[src/rtl/ctlc_pkg.sv]
// constants for the calibration trigger and low-power control block
package ctlc_pkg;

    // register indices; byte address is four times the index
    localparam logic [9:0] IDX_PIN_CFG  = 10'h06b;
    localparam logic [9:0] IDX_SOFT_TRG = 10'h06c;
    localparam logic [9:0] IDX_LP_CTRL  = 10'h06e;
    localparam logic [9:0] IDX_GAIN     = 10'h07a;
    localparam logic [9:0] IDX_BG_CTRL  = 10'h090;
    localparam logic [9:0] IDX_IRQ_STAT = 10'h091;
    localparam logic [9:0] IDX_IRQ_MASK = 10'h092;

    // reset values
    localparam logic [7:0] RST_PIN_CFG  = 8'h00;
    localparam logic [7:0] RST_SOFT_TRG = 8'h01;
    localparam logic [7:0] RST_LP_CTRL  = 8'h88;
    localparam logic [7:0] RST_GAIN     = 8'h00;
    localparam logic [7:0] RST_BG_CTRL  = 8'h00;
    localparam logic [3:0] RST_IRQ      = 4'h0;

    // field positions
    localparam int SEL_LSB   = 1;
    localparam int SLEEP_LSB = 5;
    localparam int WAKE_LSB  = 3;
    localparam int PACED_BIT = 1;
    localparam int LPEN_BIT  = 0;

    // interrupt bits
    localparam int IRQ_FG    = 0;
    localparam int IRQ_HALT  = 1;
    localparam int IRQ_ALARM = 2;
    localparam int IRQ_WAKE  = 3;

    localparam int TW = 41;

    // interval lengths in sample clock periods
    localparam logic [7:0][TW-1:0] SLEEP_CYCLES = {
        41'h100_0000_0080, 41'h020_0000_0080, 41'h004_0000_0080, 41'h000_8000_0080,
        41'h000_1000_0080, 41'h000_0200_0080, 41'h000_0040_0080, 41'h000_0000_0480};
    localparam logic [3:0][TW-1:0] WAKE_CYCLES = {
        41'h000_8000_0080, 41'h000_1000_0080, 41'h000_0200_0080, 41'h000_0000_0480};

    typedef enum logic [1:0] {
        LP_OFF    = 2'b00,
        LP_SLEEP  = 2'b01,
        LP_SETTLE = 2'b10,
        LP_CAL    = 2'b11
    } ctlc_state_type;

endpackage

[src/rtl/ctlc_ahb_slave.sv]
// ahb-lite slave front end: zero-wait, registered read data
`timescale 1ns/1ps
`default_nettype none
module ctlc_ahb_slave (
    // clock and reset
    input  wire logic        clk,
    input  wire logic        rst_b,
    // ahb-lite
    input  wire logic        hsel,
    input  wire logic [31:0] haddr,
    input  wire logic [1:0]  htrans,
    input  wire logic        hwrite,
    input  wire logic [2:0]  hsize,
    input  wire logic [31:0] hwdata,
    input  wire logic        hready,
    output logic      [31:0] hrdata,
    output logic             hreadyout,
    output logic             hresp,
    // register side
    output logic      [9:0]  rd_idx,
    input  wire logic [7:0]  rd_data,
    output logic             wr_en,
    output logic      [9:0]  wr_idx,
    output logic      [7:0]  wr_data
);
    wire accept = hsel & htrans[1] & hready;

    logic       wpend_q;
    logic [9:0] widx_q;

    assign hreadyout = 1'b1;
    assign hresp     = 1'b0;
    assign rd_idx    = haddr[11:2];
    assign wr_en     = wpend_q;
    assign wr_idx    = widx_q;
    assign wr_data   = hwdata[7:0];

    always_ff @(posedge clk or negedge rst_b) begin
        if (!rst_b) begin
            wpend_q <= 1'b0;
            widx_q  <= 10'h000;
            hrdata  <= 32'h0000_0000;
        end else begin
            wpend_q <= accept & hwrite;
            if (accept) begin
                widx_q <= haddr[11:2];
                hrdata <= hwrite ? 32'h0000_0000 : {24'h00_0000, rd_data};
            end
        end
    end
endmodule
`default_nettype wire

[src/rtl/ctlc_interval_timer.sv]
// loadable down counter that stops at zero, timing sleep and settle intervals
`timescale 1ns/1ps
`default_nettype none
module ctlc_interval_timer (
    // clock and reset
    input  wire logic                   clk,
    input  wire logic                   rst_b,
    // control
    input  wire logic                   load,
    input  wire logic [ctlc_pkg::TW-1:0] length,
    output logic                        expired
);
    import ctlc_pkg::*;

    logic [TW-1:0] cnt_q;

    assign expired = (cnt_q == '0);

    always_ff @(posedge clk or negedge rst_b) begin
        if (!rst_b) begin
            cnt_q <= '0;
        end else if (load) begin
            cnt_q <= length - TW'(1);
        end else if (!expired) begin
            cnt_q <= cnt_q - TW'(1);
        end
    end
endmodule
`default_nettype wire

[src/rtl/ctlc_top.sv]
// calibration trigger select, status pin routing and low-power sequencing
`timescale 1ns/1ps
`default_nettype none
module ctlc_top #(
    parameter logic [7:0][ctlc_pkg::TW-1:0] SLEEP_LEN = ctlc_pkg::SLEEP_CYCLES,
    parameter logic [3:0][ctlc_pkg::TW-1:0] WAKE_LEN  = ctlc_pkg::WAKE_CYCLES
) (
    // clock and reset
    input  wire logic        clk,
    input  wire logic        rst_b,
    // ahb-lite
    input  wire logic        hsel,
    input  wire logic [31:0] haddr,
    input  wire logic [1:0]  htrans,
    input  wire logic        hwrite,
    input  wire logic [2:0]  hsize,
    input  wire logic [31:0] hwdata,
    input  wire logic        hready,
    output logic      [31:0] hrdata,
    output logic             hreadyout,
    output logic             hresp,
    // pins
    input  wire logic        hardware_trigger_pin,
    output logic             calibration_status_pin,
    // calibration engine
    input  wire logic        foreground_done,
    input  wire logic        bg_stopped,
    input  wire logic        alarm,
    input  wire logic        cal_complete,
    output logic             calibration_trigger,
    output logic             background_cal_enable,
    output logic             converter_sleep,
    output logic             converter_settling,
    output logic             cal_request,
    // interrupt
    output logic             irq
);
    import ctlc_pkg::*;

    ////////////////////////////////////////////////////////////////////////
    // bus and registers

    logic [9:0] rd_idx;
    logic [7:0] rd_data;
    logic       wr_en;
    logic [9:0] wr_idx;
    logic [7:0] wr_data;

    ctlc_ahb_slave u_bus (
        .clk       (clk),
        .rst_b     (rst_b),
        .hsel      (hsel),
        .haddr     (haddr),
        .htrans    (htrans),
        .hwrite    (hwrite),
        .hsize     (hsize),
        .hwdata    (hwdata),
        .hready    (hready),
        .hrdata    (hrdata),
        .hreadyout (hreadyout),
        .hresp     (hresp),
        .rd_idx    (rd_idx),
        .rd_data   (rd_data),
        .wr_en     (wr_en),
        .wr_idx    (wr_idx),
        .wr_data   (wr_data)
    );

    logic [2:0] pin_cfg_q;
    logic       soft_trg_q;
    logic [7:0] lp_ctrl_q;
    logic [7:0] gain_q;
    logic       bg_en_q;
    logic [3:0] irq_stat_q;
    logic [3:0] irq_stat_d;
    logic [3:0] irq_mask_q;

    function automatic logic wr_hit(input logic [9:0] idx);
        return wr_en && (wr_idx == idx);
    endfunction

    always_ff @(posedge clk or negedge rst_b) begin
        if (!rst_b) begin
            pin_cfg_q  <= RST_PIN_CFG[2:0];
            soft_trg_q <= RST_SOFT_TRG[0];
            lp_ctrl_q  <= RST_LP_CTRL;
            gain_q     <= RST_GAIN;
            bg_en_q    <= RST_BG_CTRL[0];
            irq_mask_q <= RST_IRQ;
        end else begin
            if (wr_hit(IDX_PIN_CFG))  pin_cfg_q  <= wr_data[2:0];
            if (wr_hit(IDX_SOFT_TRG)) soft_trg_q <= wr_data[0];
            if (wr_hit(IDX_LP_CTRL))  lp_ctrl_q  <= wr_data & 8'hfb;
            if (wr_hit(IDX_GAIN))     gain_q     <= wr_data;
            if (wr_hit(IDX_BG_CTRL))  bg_en_q    <= wr_data[0];
            if (wr_hit(IDX_IRQ_MASK)) irq_mask_q <= wr_data[3:0];
        end
    end

    wire       trig_src   = pin_cfg_q[0];
    wire [1:0] stat_sel   = pin_cfg_q[SEL_LSB +: 2];
    wire [2:0] sleep_code = lp_ctrl_q[SLEEP_LSB +: 3];
    wire [1:0] wake_code  = lp_ctrl_q[WAKE_LSB +: 2];
    wire       paced      = lp_ctrl_q[PACED_BIT];
    wire       low_power_cal_enable      = lp_ctrl_q[LPEN_BIT];

    ////////////////////////////////////////////////////////////////////////
    // trigger and status

    assign calibration_trigger   = trig_src ? hardware_trigger_pin : soft_trg_q;
    assign background_cal_enable = bg_en_q;

    wire halted = bg_en_q ? bg_stopped : foreground_done;

    logic stat_d;
    always_comb begin
        case (stat_sel)
            2'd0:    stat_d = foreground_done;
            2'd1:    stat_d = halted;
            2'd2:    stat_d = alarm;
            default: stat_d = 1'b0;
        endcase
    end

    always_ff @(posedge clk or negedge rst_b) begin
        if (!rst_b) begin
            calibration_status_pin <= 1'b0;
        end else begin
            calibration_status_pin <= stat_d;
        end
    end

    ////////////////////////////////////////////////////////////////////////
    // low-power sequencer

    ctlc_state_type state_q;
    ctlc_state_type state_d;

    wire lp_active = low_power_cal_enable & bg_en_q;

    logic          tmr_load;
    logic [TW-1:0] tmr_len;
    logic          tmr_expired;

    ctlc_interval_timer u_timer (
        .clk     (clk),
        .rst_b   (rst_b),
        .load    (tmr_load),
        .length  (tmr_len),
        .expired (tmr_expired)
    );

    always_comb begin
        state_d = state_q;
        case (state_q)
            LP_OFF: begin
                if (lp_active) state_d = LP_SLEEP;
            end
            LP_SLEEP: begin
                if (paced) begin
                    if (!calibration_trigger) state_d = LP_SETTLE;
                end else if (tmr_expired) begin
                    state_d = LP_SETTLE;
                end
            end
            LP_SETTLE: begin
                if (tmr_expired) state_d = LP_CAL;
            end
            LP_CAL: begin
                if (cal_complete) state_d = LP_SLEEP;
            end
            default: state_d = LP_OFF;
        endcase
        if (!lp_active) state_d = LP_OFF;
    end

    // reload the shared counter on every phase change
    assign tmr_load = (state_d != state_q);
    assign tmr_len  = (state_d == LP_SETTLE) ? WAKE_LEN[wake_code]
                                             : SLEEP_LEN[sleep_code];

    always_ff @(posedge clk or negedge rst_b) begin
        if (!rst_b) begin
            state_q <= LP_OFF;
        end else begin
            state_q <= state_d;
        end
    end

    assign converter_sleep    = (state_q == LP_SLEEP);
    assign converter_settling = (state_q == LP_SETTLE);
    assign cal_request        = (state_q == LP_CAL);

    ////////////////////////////////////////////////////////////////////////
    // interrupts

    logic fg_prev_q;
    logic halt_prev_q;
    logic alarm_prev_q;

    wire [3:0] irq_evt = {(state_q == LP_SLEEP) && (state_d == LP_SETTLE),
                          alarm & ~alarm_prev_q,
                          halted & ~halt_prev_q,
                          foreground_done & ~fg_prev_q};
    // plain decode: a function call would hide wr_en and wr_idx from the net's update
    wire       clr_hit = wr_en && (wr_idx == IDX_IRQ_STAT);
    wire [3:0] irq_clr = clr_hit ? wr_data[3:0] : 4'h0;

    assign irq_stat_d = (irq_stat_q & ~irq_clr) | irq_evt;
    assign irq        = |(irq_stat_q & irq_mask_q);

    always_ff @(posedge clk or negedge rst_b) begin
        if (!rst_b) begin
            irq_stat_q   <= RST_IRQ;
            fg_prev_q    <= 1'b0;
            halt_prev_q  <= 1'b0;
            alarm_prev_q <= 1'b0;
        end else begin
            irq_stat_q   <= irq_stat_d;
            fg_prev_q    <= foreground_done;
            halt_prev_q  <= halted;
            alarm_prev_q <= alarm;
        end
    end

    ////////////////////////////////////////////////////////////////////////
    // read mux

    assign rd_data =
        (rd_idx == IDX_PIN_CFG)  ? {5'h00, pin_cfg_q} :
        (rd_idx == IDX_SOFT_TRG) ? {7'h00, soft_trg_q} :
        (rd_idx == IDX_LP_CTRL)  ? lp_ctrl_q :
        (rd_idx == IDX_GAIN)     ? gain_q :
        (rd_idx == IDX_BG_CTRL)  ? {5'h00, halted, foreground_done, bg_en_q} :
        (rd_idx == IDX_IRQ_STAT) ? {4'h0, irq_stat_q} :
        (rd_idx == IDX_IRQ_MASK) ? {4'h0, irq_mask_q} : 8'h00;

    ////////////////////////////////////////////////////////////////////////
    // checks

    logic [TW-1:0] phase_cnt_q;
    logic [TW-1:0] phase_len_q;

    always_ff @(posedge clk or negedge rst_b) begin
        if (!rst_b) begin
            phase_cnt_q <= '0;
            phase_len_q <= '0;
        end else if (tmr_load) begin
            phase_cnt_q <= '0;
            phase_len_q <= tmr_len;
        end else begin
            phase_cnt_q <= phase_cnt_q + TW'(1);
        end
    end
endmodule
`default_nettype wire

[config.mk]
export PLATFORM = sky130hd
export DESIGN_NAME = ctlc_top
export DESIGN_NICKNAME = d
export VERILOG_FILES = /design/src/rtl/ctlc_pkg.sv /design/src/rtl/ctlc_ahb_slave.sv /design/src/rtl/ctlc_interval_timer.sv /design/src/rtl/ctlc_top.sv
export SDC_FILE = /design/constraint.sdc
export NUM_CORES = 1
export LEC_CHECK = 0
export ABC_AREA = 1
export BUFFER_PORTS_ARGS = -buffer_cell sky130_fd_sc_hd__buf_2
export CAP_MARGIN = 25
export CORE_ASPECT_RATIO = 1.2
export CORE_MARGIN = 4
export CORE_UTILIZATION = 60
export CTS_BUF_LIST = sky130_fd_sc_hd__clkbuf_16
export DETAILED_ROUTE_END_ITERATION = 6
export GPL_TIMING_DRIVEN = 0
export PLACE_DENSITY = 0.95
export REMOVE_ABC_BUFFERS = 1
export SYNTH_ARGS = -nofsm -noshare
export SYNTH_HDL_FRONTEND = slang
export SYNTH_SLANG_ARGS = --single-unit
export TNS_END_PERCENT = 20
[constraint.sdc]
create_clock -name clk -period 6.5 [get_ports clk]
set_clock_uncertainty 0.1 [all_clocks]
set_input_delay 0.975 -clock clk [delete_from_list [all_inputs] [get_ports clk]]
set_output_delay 0.975 -clock clk [all_outputs]
set_load 0.02 [all_outputs]
==> flow_metrics.env <==
export IMPL_cap_violations=0
export IMPL_synth_most_common_cell="nand2_1"
export IMPL_hold_buffers=0
export IMPL_p_leak_nw=3.35
export IMPL_cp_data_required_time_ns=6.62
export IMPL_period_minus_slack_ns=4.14
export IMPL_first_pass_iters=6
export IMPL_cp_start_kind="input port"
export IMPL_hp_class="reg2reg"
export IMPL_area_growth_pct=9.05
export IMPL_grt_max_degree=55
export IMPL_dp_hpwl_um=10500
export IMPL_viasPerCell=5.56
export IMPL_yosys_top_cells_count="216 x nand2_1, 93 x inv_1, 92 x nor2_1, 91 x dfrtp_1, 62 x o21ai_0"
export IMPL_ff_latch_area_sq_um=2360
export IMPL_cts_sinks=94
export IMPL_portBuffers=43
export IMPL_yosys_warnings=0
export IMPL_fill_cells=821
export IMPL_critPathArrivalTime_ns=4.26
export IMPL_critical_path_top_delay_family="simple AND/OR/NAND/NOR gates"
export IMPL_path_cells="buf_2 -> mux2_2 -> a21boi_1 -> nand2_2 -> nand2_2 -> nand2_1 -> nand2_2 -> nand3_2 -> nor2_1 -> inv_1 -> nand2_1 -> nor2_1 -> xor2_1"
export IMPL_grt_pass1_wl_um=23700
export IMPL_cts_root_buf="clkbuf_16"
export IMPL_routedWlPerCell_um=14.7
export IMPL_dp_cells=950
export IMPL_track_usage_pct=26.1
export IMPL_finish_net_count=918
export IMPL_via_count=5368
export IMPL_route_detailed_drc=0
export IMPL_pin_count=120
export IMPL_min_period_over_period_pct=63.8
export IMPL_postRouteAntennaNets=0
export IMPL_synthArstFlopShare_pct=100
export IMPL_htree_levels=3
export IMPL_synth_edff_count=0
export IMPL_drt_iter0_drc=374
export IMPL_postSynthAreaPerCell_sq_um=7.28
export IMPL_crit_fanout=15
export IMPL_finalWirelength_um=14200
export IMPL_cts_path_max_buffers=2
export IMPL_min_delay_path_depth=1
export IMPL_postCtsSetupRepairBufs=0
export IMPL_power_density_nw_per_um2=370
export IMPL_tritoncts="yes"
export IMPL_placed_area_sq_um=6030
export IMPL_path_common_cell="nand2_2"
export IMPL_ff2ff_path_depth=17
export IMPL_antennaDiodeCount=0
export IMPL_insertion_delay_ns=0.35
export IMPL_ctsResizeCount=0
export IMPL_yosysTopAreaCell="dfrtp_1"
export IMPL_synth_top_area_share_pct=39.2
export IMPL_setup_viol=0
export IMPL_clk_pin_slew_ns=0.07
export IMPL_stdcell_area_sq_um=6330
export IMPL_grt_pass1_vias=5252
export IMPL_gp_congestion=0.933
export IMPL_outcome="complete, no violations"
export IMPL_cts_inserted_buffers=9
export IMPL_final_core_util_pct=66.9
export IMPL_slowest_delay_ns=0.91
export IMPL_fmax_mhz=241
export IMPL_synth_area_leaders="dfrtp_1 39%, nand2_1 14%, inv_1 6.0%"
export IMPL_slowest_stage="nor2_1"
export IMPL_synth_cell_types=47
export IMPL_finalMaxSlewViolations=0
export IMPL_multi_input_area_sq_um=2880
export IMPL_grt_overflow=0
export IMPL_cp_end_kind="register"
export IMPL_start_util_pct=61.3
export IMPL_relSlewSlack_pct=29.2
export IMPL_critPathKind="in2reg"
export IMPL_path_buf_inv=2
export IMPL_die_w_um=97.8
export IMPL_ir_drop_uv=298
export IMPL_synthFlopType="dfrtp_1"
export IMPL_rsz0062_at_grt="no"
export IMPL_synthCells=797
export IMPL_synth_cell_area_sq_um=5810
export IMPL_synth_seq_cells=94
export IMPL_cp_depth=13
export IMPL_yosysSeqAreaShare_pct=40.6
export IMPL_antenna_found_initial=0
export IMPL_dieArea_sq_um=11300
export IMPL_fp_row_count=39
export IMPL_core_area_sq_um=9470
export IMPL_holdWs_ns=0.336
export IMPL_drive_above_1_share_pct=14.0
export IMPL_fin_tns_setup_ns=0
export IMPL_worst_pin_slew_ns=1.06
export IMPL_hold_viol=0
export IMPL_dieHeight_um=116
export IMPL_final_cells=966
## path summary, 6_finish.rpt
path / from / slack, ns / end
min in group asynchronous: rst_b / 0.50 / pin_cfg_q[1]
worst min register to register: fg_prev_q / 0.34 / irq_stat_q[0]
max in group asynchronous: rst_b / 5.11 / lp_ctrl_q[3]
worst max-delay path: hardware_trigger_pin / 2.36 / u_timer.cnt_q[14]
worst max register to register: u_timer.cnt_q[32] / 2.38 / u_timer.cnt_q[14]
worst min-delay path: fg_prev_q / 0.34 / irq_stat_q[0]
## flip-flops by register name (all words and copies together), names as in the netlist, 2 cells and up
register	cells
u_bus.wr_idx	10
irq_stat_q	4
u_bus.hrdata	8
gain_q	8
u_timer.cnt_q	41
state_q	2
lp_ctrl_q	7
pin_cfg_q	3
irq_mask_q	4
## cells by family (layout without fill, tap and decap cells)
family,count (synthesis),after routing,synth area share [%]
other,2,26,0.129
AOI/OAI and AO/OA,98,98,10.2
adders and majority gates,1,1,0.215
DFF,94,94,40.6
buffers and inverters,139,161,11.3
xor gates and xnor gates,22,22,3.32
muxes,2,2,0.366
and+or+nand+nor,439,439,33.8
## metal layers
layer  global-route usage [%]  wire length (um)
met1                     29.0              5410
met2                     45.4              7050
met3                     4.88              1020
met4                     18.3               746
met5                        0                 0
## per-stage QoR
step | power, mW | worst slack [ns]
final | 2.34 | 2.36
after global routing | 2.52 | 2.15
after CTS | 2.33 | 2.42
after detailed placement | 1.78 | 2.08
after global placement | 1.74 | 2.15
after floorplan | 1.55 | 2.90
## cell usage in the layout (no fill, tap or decap), types with 6 or more instances in the layout
| cell type | count |
|---|---|
| xor2_1 | 18 |
| o41ai_1 | 6 |
| nand3_2 | 7 |
| clkbuf_16 | 9 |
| dfrtp_1 | 91 |
| o21ai_0 | 62 |
| nand2_1 | 216 |
| nand4_1 | 21 |
| nor3_1 | 10 |
| nor2_1 | 92 |
| nand2_2 | 13 |
| nor2_2 | 14 |
| inv_1 | 93 |
| nand3_1 | 48 |
| buf_2 | 43 |
| conb_1 | 26 |
## worst register-to-register path, delay by kind of cell (launching register included)
kind,cells,cell delay (ns)
simple gates,15,2.74
buf+inv,1,0.60
flops,1,0.40
xor+xnor,1,0.15
## area by class of cell
type / instances / area share [%]
Multi-Input combinational cell: 588 / 45.5
Clock inverter: 7 / 1.15
Tap cell: 123 / 2.43
Inverter: 99 / 5.87
Sequential cell: 94 / 37.2
Timing Repair Buffer: 46 / 4.27
Clock buffer: 9 / 3.56
## power breakdown
part           internal [mW]  switching (mW)  leakage, nW
sequential             0.694          0.0978         1.12
clock                  0.300           0.234        0.149
combinational          0.327           0.690         2.08
Power figures use the tool's default switching activity.
